[config.mk]
export PLATFORM = sky130hd
export DESIGN_NAME = dcc_crc_append
export DESIGN_NICKNAME = d
export VERILOG_FILES = /design/src/core/dcc_crc_append.v /design/src/core/dcc_fifo.v
export VERILOG_INCLUDE_DIRS = /design/src /design/src/pkg
export SDC_FILE = /design/constraint.sdc
export NUM_CORES = 2
export LEC_CHECK = 0
export ABC_AREA = 1
export ABC_CLOCK_PERIOD_IN_PS = 13500
export BUFFER_PORTS_ARGS = -buffer_cell sky130_fd_sc_hd__buf_2
export CAP_MARGIN = 10
export CORE_UTILIZATION = 27
export CTS_CLUSTER_SIZE = 12
export DETAILED_ROUTE_END_ITERATION = 16
export PLACE_DENSITY = 0.46
export RECOVER_POWER = 100
export SLEW_MARGIN = 20
export SYNTH_ARGS = -nofsm -noshare
export SYNTH_HDL_FRONTEND = slang
export SYNTH_SLANG_ARGS = --single-unit
[constraint.sdc]
create_clock -name clk_in -period 13.5 [get_ports clk_in]
set_clock_uncertainty 0.15 [all_clocks]
set_input_delay 2.025 -clock clk_in [delete_from_list [all_inputs] [get_ports clk_in]]
set_output_delay 2.025 -clock clk_in [all_outputs]
set_load 0.01 [all_outputs]
[src/pkg/dcc_defs.vh]
// register offsets, field positions, reset values and counts of the crc append control
`ifndef DCC_DEFS_VH
`define DCC_DEFS_VH
`define DCC_CTRL_ADDR      4'h0
`define DCC_POLY_ADDR      4'h1
`define DCC_SEED_ADDR      4'h2
`define DCC_RESULT_ADDR    4'h3
`define DCC_STATUS_ADDR    4'h4
`define DCC_CH_LSB         0
`define DCC_CH_MSB         2
`define DCC_KIND_BIT       5
`define DCC_APPEND_BIT     6
`define DCC_WBO_BIT        7
`define DCC_CTRL_MASK      32'h0000_00E7
`define DCC_CTRL_RESET     32'h0000_0000
`define DCC_POLY_RESET     32'h04C1_1DB7
`define DCC_SEED_RESET     32'h0000_0000
`define DCC_FIFO_DEPTH     16
`endif

[src/core/dcc_crc_append.v]
// crc / checksum append control for a dma data path with avalon-mm registers
// Summary of operation
// - append mode: data to crc, not destination
// - append: block end writes crc to destination start
// - no append: data to crc and destination
// - kind bit: one checksum, zero lfsr
// - channel field picks engine's channel 0-7
// - write byte order set blocks append bit
// - bits four and three read zero
`timescale 1ns/10ps
`default_nettype none
`include "dcc_defs.vh"
module dcc_crc_append #(
    parameter NCH   = 8,
    parameter WIDTH = 32
) (
    // clock and reset
    input  wire             clk_in,
    input  wire             rst_n_in,
    // avalon-mm slave
    input  wire [3:0]       avs_address_in,
    input  wire             avs_read_in,
    input  wire             avs_write_in,
    input  wire [31:0]      avs_writedata_in,
    output reg  [31:0]      avs_readdata_out,
    output reg              avs_waitrequest_out,
    // source stream from the dma channels
    input  wire             src_valid_in,
    input  wire [2:0]       src_channel_in,
    input  wire [WIDTH-1:0] src_data_in,
    input  wire             src_last_in,
    output wire             src_ready_out,
    input  wire [31:0]      channel_destination_start_in,
    // destination write stream
    output reg              dst_valid_out,
    output reg  [2:0]       dst_channel_out,
    output reg  [WIDTH-1:0] dst_data_out,
    output reg  [31:0]      dst_addr_out,
    output reg              dst_is_crc_out,
    input  wire             dst_ready_in
);
    localparam S_IDLE = 3'b001;
    localparam S_ACK  = 3'b010;
    localparam S_DONE = 3'b100;

    reg  [31:0]      ctrl_reg;
    reg  [31:0]      poly_reg;
    reg  [31:0]      seed_reg;
    reg  [31:0]      crc_reg;
    reg  [31:0]      crc_next;
    reg  [2:0]       bus_state_reg;
    reg              crc_pend_reg;
    reg  [2:0]       crc_pend_ch_reg;
    reg  [31:0]      crc_pend_addr_reg;
    reg  [31:0]      crc_acc_next;
    reg              crc_pend_next;
    reg  [2:0]       crc_pend_ch_next;
    reg  [31:0]      crc_pend_addr_next;
    reg              dst_valid_next;
    reg              dst_is_crc_next;
    reg  [2:0]       dst_channel_next;
    reg  [WIDTH-1:0] dst_data_next;
    reg  [31:0]      dst_addr_next;
    reg  [31:0]      ctrl_next;
    reg  [31:0]      poly_next;
    reg  [31:0]      seed_next;
    reg  [31:0]      rd_next;
    reg  [2:0]       bus_state_next;
    reg              wait_next;

    wire             append_sel;
    wire             kind_sel;
    wire [2:0]       ch_sel;
    wire             wbo_sel;
    wire             fifo_valid;
    wire             fifo_ready;
    wire [WIDTH+3:0] fifo_data;
    wire             f_last;
    wire [2:0]       f_ch;
    wire [WIDTH-1:0] f_word;
    wire             f_on_crc;
    wire             f_pass;
    wire             out_free;
    wire [31:0]      ctrl_wr;
    wire [16:0]      sum_lo;
    wire [16:0]      sum_hi;
    wire [16:0]      sum_all;
    wire [NCH-1:0]   ch_hit;
    wire             wr_land;
    wire             rd_take;
    integer          b;

    assign append_sel = ctrl_reg[`DCC_APPEND_BIT];
    assign kind_sel   = ctrl_reg[`DCC_KIND_BIT];
    assign ch_sel     = ctrl_reg[`DCC_CH_MSB:`DCC_CH_LSB];
    assign wbo_sel    = ctrl_reg[`DCC_WBO_BIT];

    dcc_fifo #(
        .WIDTH (WIDTH + 4),
        .DEPTH (`DCC_FIFO_DEPTH),
        .AW    (4)
    ) u_fifo (
        .clk_in        (clk_in),
        .rst_n_in      (rst_n_in),
        .in_valid_in   (src_valid_in),
        .in_ready_out  (src_ready_out),
        .in_data_in    ({src_last_in, src_channel_in, src_data_in}),
        .out_valid_out (fifo_valid),
        .out_ready_in  (fifo_ready),
        .out_data_out  (fifo_data)
    );

    assign f_word = fifo_data[WIDTH-1:0];
    assign f_ch   = fifo_data[WIDTH+2:WIDTH];
    assign f_last = fifo_data[WIDTH+3];

    // one-hot channel match
    genvar g;
    generate
        for (g = 0; g < NCH; g = g + 1) begin : g_hit
            localparam [2:0] CH_NUM = g;
            assign ch_hit[g] = (ch_sel == CH_NUM);
        end
    endgenerate

    assign f_on_crc = ch_hit[f_ch];
    assign f_pass   = ~(f_on_crc & append_sel);
    assign out_free = ~dst_valid_out | dst_ready_in;
    // stall while the appended crc word waits to go out
    assign fifo_ready = out_free & ~crc_pend_reg;

    // ones-complement 16-bit sum for the checksum kind
    assign sum_lo  = {1'b0, crc_reg[15:0]} + {1'b0, f_word[15:0]};
    assign sum_hi  = {1'b0, sum_lo[15:0]} + {16'h0000, sum_lo[16]};
    assign sum_all = {1'b0, sum_hi[15:0]} + {1'b0, f_word[31:16]};

    always @* begin
        crc_next = crc_reg;
        if (kind_sel) begin
            crc_next = {16'h0000, sum_all[15:0] + {15'h0000, sum_all[16]}};
        end else begin
            crc_next = crc_reg ^ f_word[31:0];
            for (b = 0; b < 32; b = b + 1) begin
                crc_next = crc_next[31] ? ((crc_next << 1) ^ poly_reg) : (crc_next << 1);
            end
        end
    end

    // byte order: swap lanes when set
    function [WIDTH-1:0] dcc_order;
        input [WIDTH-1:0] d;
        input             swap;
        begin
            dcc_order = swap ? {d[7:0], d[15:8], d[23:16], d[31:24]} : d;
        end
    endfunction

    // data path next values
    always @* begin
        crc_acc_next       = crc_reg;
        crc_pend_next      = crc_pend_reg;
        crc_pend_ch_next   = crc_pend_ch_reg;
        crc_pend_addr_next = crc_pend_addr_reg;
        dst_valid_next     = dst_valid_out;
        dst_is_crc_next    = dst_is_crc_out;
        dst_channel_next   = dst_channel_out;
        dst_data_next      = dst_data_out;
        dst_addr_next      = dst_addr_out;
        if (out_free) begin
            dst_valid_next  = 1'b0;
            dst_is_crc_next = 1'b0;
        end
        if (crc_pend_reg && out_free) begin
            dst_valid_next   = 1'b1;
            dst_is_crc_next  = 1'b1;
            dst_channel_next = crc_pend_ch_reg;
            dst_addr_next    = crc_pend_addr_reg;
            dst_data_next    = crc_reg[WIDTH-1:0];
            crc_pend_next    = 1'b0;
        end else if (fifo_valid && fifo_ready) begin
            if (f_on_crc) begin
                crc_acc_next = crc_next;
            end
            if (f_pass) begin
                dst_valid_next   = 1'b1;
                dst_channel_next = f_ch;
                dst_data_next    = dcc_order(f_word, wbo_sel);
            end
            if (f_on_crc && append_sel && f_last) begin
                crc_pend_next      = 1'b1;
                crc_pend_ch_next   = f_ch;
                crc_pend_addr_next = channel_destination_start_in;
            end
        end
        // a seed write restarts the running value
        if (wr_land && avs_address_in == `DCC_SEED_ADDR) begin
            crc_acc_next = avs_writedata_in;
        end
    end

    // data path registers
    always @(posedge clk_in or negedge rst_n_in) begin
        if (!rst_n_in) begin
            crc_reg           <= `DCC_SEED_RESET;
            crc_pend_reg      <= 1'b0;
            crc_pend_ch_reg   <= 3'b000;
            crc_pend_addr_reg <= 32'h0000_0000;
            dst_valid_out     <= 1'b0;
            dst_channel_out   <= 3'b000;
            dst_data_out      <= {WIDTH{1'b0}};
            dst_addr_out      <= 32'h0000_0000;
            dst_is_crc_out    <= 1'b0;
        end else begin
            crc_reg           <= crc_acc_next;
            crc_pend_reg      <= crc_pend_next;
            crc_pend_ch_reg   <= crc_pend_ch_next;
            crc_pend_addr_reg <= crc_pend_addr_next;
            dst_valid_out     <= dst_valid_next;
            dst_channel_out   <= dst_channel_next;
            dst_data_out      <= dst_data_next;
            dst_addr_out      <= dst_addr_next;
            dst_is_crc_out    <= dst_is_crc_next;
        end
    end

    // control write value with unimplemented bits dropped
    assign ctrl_wr = (avs_writedata_in & `DCC_CTRL_MASK)
                     & ~({31'h0000_0000, avs_writedata_in[`DCC_WBO_BIT]} << `DCC_APPEND_BIT);

    // a write lands on the edge that sees waitrequest low
    assign wr_land = avs_write_in & (bus_state_reg == S_ACK);
    assign rd_take = avs_read_in & ~avs_write_in & (bus_state_reg == S_IDLE);

    // readback value, captured when a read is taken
    always @* begin
        rd_next = 32'h0000_0000;
        case (avs_address_in)
            `DCC_CTRL_ADDR:   rd_next = ctrl_reg & `DCC_CTRL_MASK;
            `DCC_POLY_ADDR:   rd_next = poly_reg;
            `DCC_SEED_ADDR:   rd_next = seed_reg;
            `DCC_RESULT_ADDR: rd_next = crc_reg;
            `DCC_STATUS_ADDR: rd_next = {30'h0000_0000, crc_pend_reg, fifo_valid};
            default:          rd_next = 32'h0000_0000;
        endcase
    end

    // register file next values
    always @* begin
        ctrl_next = ctrl_reg;
        poly_next = poly_reg;
        seed_next = seed_reg;
        if (wr_land) begin
            case (avs_address_in)
                `DCC_CTRL_ADDR: ctrl_next = ctrl_wr;
                `DCC_POLY_ADDR: poly_next = avs_writedata_in;
                `DCC_SEED_ADDR: seed_next = avs_writedata_in;
                default: ;
            endcase
        end
    end

    // bus sequencer: take, answer, one idle cycle
    always @* begin
        bus_state_next = bus_state_reg;
        wait_next      = 1'b1;
        case (bus_state_reg)
            S_IDLE: begin
                if (avs_write_in | avs_read_in) begin
                    wait_next      = 1'b0;
                    bus_state_next = S_ACK;
                end
            end
            S_ACK: begin
                bus_state_next = S_DONE;
            end
            S_DONE: begin
                bus_state_next = S_IDLE;
            end
            default: begin
                bus_state_next = S_IDLE;
            end
        endcase
    end

    // avalon slave registers
    always @(posedge clk_in or negedge rst_n_in) begin
        if (!rst_n_in) begin
            bus_state_reg       <= S_IDLE;
            avs_waitrequest_out <= 1'b1;
            avs_readdata_out    <= 32'h0000_0000;
            ctrl_reg            <= `DCC_CTRL_RESET;
            poly_reg            <= `DCC_POLY_RESET;
            seed_reg            <= `DCC_SEED_RESET;
        end else begin
            bus_state_reg       <= bus_state_next;
            avs_waitrequest_out <= wait_next;
            ctrl_reg            <= ctrl_next;
            poly_reg            <= poly_next;
            seed_reg            <= seed_next;
            if (rd_take) begin
                avs_readdata_out <= rd_next;
            end
        end
    end
endmodule
`default_nettype wire

[src/core/dcc_fifo.v]
// flip-flop fifo with valid and ready on both sides
`timescale 1ns/10ps
`default_nettype none
module dcc_fifo #(
    parameter WIDTH = 32,
    parameter DEPTH = 16,
    parameter AW    = 4
) (
    // clock and reset
    input  wire             clk_in,
    input  wire             rst_n_in,
    // fill side
    input  wire             in_valid_in,
    output wire             in_ready_out,
    input  wire [WIDTH-1:0] in_data_in,
    // drain side
    output wire             out_valid_out,
    input  wire             out_ready_in,
    output wire [WIDTH-1:0] out_data_out
);
    reg [WIDTH-1:0] mem_reg [0:DEPTH-1];
    reg [AW-1:0]    wr_ptr_reg;
    reg [AW-1:0]    rd_ptr_reg;
    reg [AW:0]      count_reg;
    wire            push;
    wire            pop;
    wire [AW:0]     count_next;
    reg             ready_reg;
    integer         i;

    // ready is registered so the fill side sees a flip-flop
    assign in_ready_out  = ready_reg;
    assign count_next    = count_reg + {{AW{1'b0}}, push} - {{AW{1'b0}}, pop};
    assign out_valid_out = (count_reg != {(AW+1){1'b0}});
    assign out_data_out  = mem_reg[rd_ptr_reg];
    assign push          = in_valid_in & in_ready_out;
    assign pop           = out_valid_out & out_ready_in;

    always @(posedge clk_in or negedge rst_n_in) begin
        if (!rst_n_in) begin
            wr_ptr_reg <= {AW{1'b0}};
            rd_ptr_reg <= {AW{1'b0}};
            count_reg  <= {(AW+1){1'b0}};
            ready_reg  <= 1'b1;
            for (i = 0; i < DEPTH; i = i + 1) begin
                mem_reg[i] <= {WIDTH{1'b0}};
            end
        end else begin
            if (push) begin
                mem_reg[wr_ptr_reg] <= in_data_in;
                wr_ptr_reg <= (wr_ptr_reg == DEPTH[AW-1:0] - 1'b1) ? {AW{1'b0}} : wr_ptr_reg + 1'b1;
            end
            if (pop) begin
                rd_ptr_reg <= (rd_ptr_reg == DEPTH[AW-1:0] - 1'b1) ? {AW{1'b0}} : rd_ptr_reg + 1'b1;
            end
            count_reg <= count_next;
            ready_reg <= (count_next != DEPTH[AW:0]);
        end
    end
endmodule
`default_nettype wire

==> results.py <==
metrics = {
    "die": {
        "die_height_um": 450,
        "core_mm2": 0.199,
        "row_count": 164,
        "num_io_pins": 213,
        "start_util_pct": 27.2,
        "die_w_um": 450,
        "die_area_mm2": 0.202,
    },
    "setup_path": {
        "critical-path-top-delay-family": "simple AND/OR/NAND/NOR gates",
        "worstSetupStartpoint": "u_fifo.rd_ptr_reg[0]",
        "end_kind": "flop",
        "cp.arrival_ns": 12.77,
        "crit_fanout": 58,
        "slowest_delay_ns": 0.61,
        "timing.rr.start": "u_fifo.rd_ptr_reg[0]",
        "critPathRequiredTime_ns": 13.93,
        "crit_top_cell": "nand2_1",
        "cp_num_buf_inv": 12,
        "critPathSlowestCell": "buf_4",
        "critical_path_class": "reg -> reg",
        "startpoint_type": "flop",
    },
    "layout": {
        "ff_latch_area_mm2": 0.0209,
        "layout_common_cells": "2221 x nand2_1, 880 x o21ai_0, 810 x dfrtp_1",
        "fill_cells": 21800,
        "finalInstanceArea_mm2": 0.0610,
        "multi_input_area_mm2": 0.0295,
        "drive_gt1_share_pct": 7.79,
        "final_common_cell": "nand2_1",
        "stdcell_count": 10100,
        "largest_reg_flops": 576,
        "finalNetCount": 7573,
        "area_delta_synth_final_pct": 12.7,
    },
    "grt": {
        "track_usage_pct": 20.7,
        "first_global_vias": 45600,
        "grt_antenna_before_repair": 19,
        "grt_max_degree": 150,
        "grt_pass1_wl_um": 318000,
        "grt-ovfl-total": 0,
    },
    "logic_synthesis": {
        "synthTopCellsByArea": "dfrtp_1 38%, nand2_1 16%, xnor2_1 8.7%",
        "synth.avg_cell_area_um2": 7.24,
        "synth-adder-area-share_pct": 1.20,
        "synth.cell_area_mm2": 0.0542,
        "seq_area_frac_synth_pct": 38.5,
        "yosys.area.top_type_share_pct": 37.7,
        "muxShareOfSynthArea_pct": 0.145,
        "synth_top_cell_by_area": "dfrtp_1",
        "synth-seq-cells": 833,
        "synthFlopType": "dfrtp_1",
        "synth.distinct_cells": 54,
        "synth_edf_count": 0,
        "synth_xor_area_share_pct": 13.8,
        "synthSimpleGateAreaFrac_pct": 25.3,
        "syn_nets": 7641,
        "ys_warn_count": 0,
        "synth_top_family_by_area": "simple AND/OR/NAND/NOR gates",
        "synth-compound-area-share_pct": 13.5,
        "synthArstFlopShare_pct": 100,
        "netlist_instances": 7481,
    },
    "sta": {
        "finalCritPeriodShare_pct": 91.4,
        "worst_slack_ns": 1.16,
        "hold_violations": 0,
        "period_minus_slack_ns": 12.34,
        "final-setup-viol-count": 0,
        "slew_headroom_pct": -322,
        "drv_slew": 2097,
        "worst_pin_slew_ns": 6.33,
        "clock.fmax_mhz": 81.0,
    },
    "routing": {
        "drt_wl_total_um": 216000,
        "vias_per_cell": 4.87,
        "drt_pass1_iterations": 6,
        "drt_iter0_drc": 4669,
        "avgRoutedWirePerCell_um": 21.3,
        "vias": 49400,
        "postRouteAntennaNets": 0,
        "drc": 0,
    },
    "status": {
        "status": "complete, but fails checks",
        "violations": "capacitance limit, slew limit",
    },
    "placed_design": {
        "hpwl_um": 142000,
        "dp_cells": 9950,
        "dp_slack_ns": 0.290,
        "io_buffer_count": 212,
        "dpl_cell_area_mm2": 0.0576,
        "gp_congestion": 0.929,
    },
    "clock_tree": {
        "cts_max_level": 3,
        "cts.path.max_buffers": 3,
        "cts_hold_buf": 0,
        "clock_latency_ns": 0.70,
        "root_buffer": "clkbuf_16",
        "clk_transition_reported_paths_ns": 0.06,
        "cts_buffers": 95,
        "cts.sinks": 833,
        "cts_tree": "done",
    },
    "worst_hold_path": {
        "hp-start": "bus_state_reg[2]",
        "hold_path.class": "reg -> reg",
    },
    "flow_run": {
        "drv_cap": 32,
    },
}
[final cells by class]
cell class / instances / area share (%)
Tap cell: 2656 / 5.45
Sequential cell: 833 / 34.2
Clock inverter: 31 / 0.568
Antenna cell: 2 / 0.00820
Clock buffer: 138 / 4.59
Multi-Input combinational cell: 5643 / 48.3
Inverter: 456 / 2.87
Timing Repair Buffer: 384 / 3.99
[worst reg2reg max path, delay by kind of cell, from the launching register on]
kind                      cells  cell delay (ns)
and+or+nand+nor              58             6.70
AOI/OAI and AO/OA             5             1.02
buffers and inverters        12             2.22
DFF                           1             0.44
xor gates and xnor gates      8             1.68
[final timing paths]
check,end,slack [ns],cells past startpoint
min in group asynchronous,u_fifo.wr_ptr_reg[2],3.48,1
max in group asynchronous,poly_reg[13],2.37,3
setup / recovery,crc_reg[12],1.16,83
hold reg to reg,bus_state_reg[2],0.32,1
hold / removal,bus_state_reg[2],0.32,1
setup reg to reg,crc_reg[12],1.16,83
[metrics by stage]
| step | TNS [ns] | util, % | hold slack [ns] |
|---|---|---|---|
| after global placement | 0 | 28.9 | 0.296 |
| after CTS | 0 | 30.5 | 0.316 |
| after global routing | -0.137 | 30.6 | 0.324 |
| after floorplan | 0 | - | 0.284 |
| after detailed placement | 0 | 28.9 | 0.308 |
| final | 0 | 30.6 | 0.317 |
[cells by family after synthesis]
family,count (synthesis)
adder cells (fa/ha/maj),50
multiplexers,7
flip-flops,833
XOR/XNOR,853
AND/OR/NAND/NOR,3395
buffers and inverters,1006
AO/OA/AOI/OAI,1337
[cell usage after synthesis (43+ instances only)]
library cell	n
a221oi_1	43
o21ai_0	881
nand2_1	2241
inv_1	427
a21oi_1	206
o22ai_1	44
clkbuf_1	388
nand3_1	397
ha_1	47
nor2_1	628
buf_2	57
xnor2_1	538
dfrtp_1	816
buf_1	64
o211ai_1	51
xor2_1	311
[what timing repair did]
item,4_1_cts,5_1_grt
setup endpoints to repair,0,32
setup buffers,0,15
gates resized for setup,0,98
[metal layers]
metal	vias to the layer above	wire [um]	global-route usage (%)
met5	-	0	0
met4	0	7030	6.67
met3	274	10000	1.65
met2	1405	102000	34.4
met1	24000	96900	28.4
li1	23700	-	-
Power is left out: the tool's default activity adds up to more than one toggle a clock period on the data nets, which glitch-free logic cannot reach.
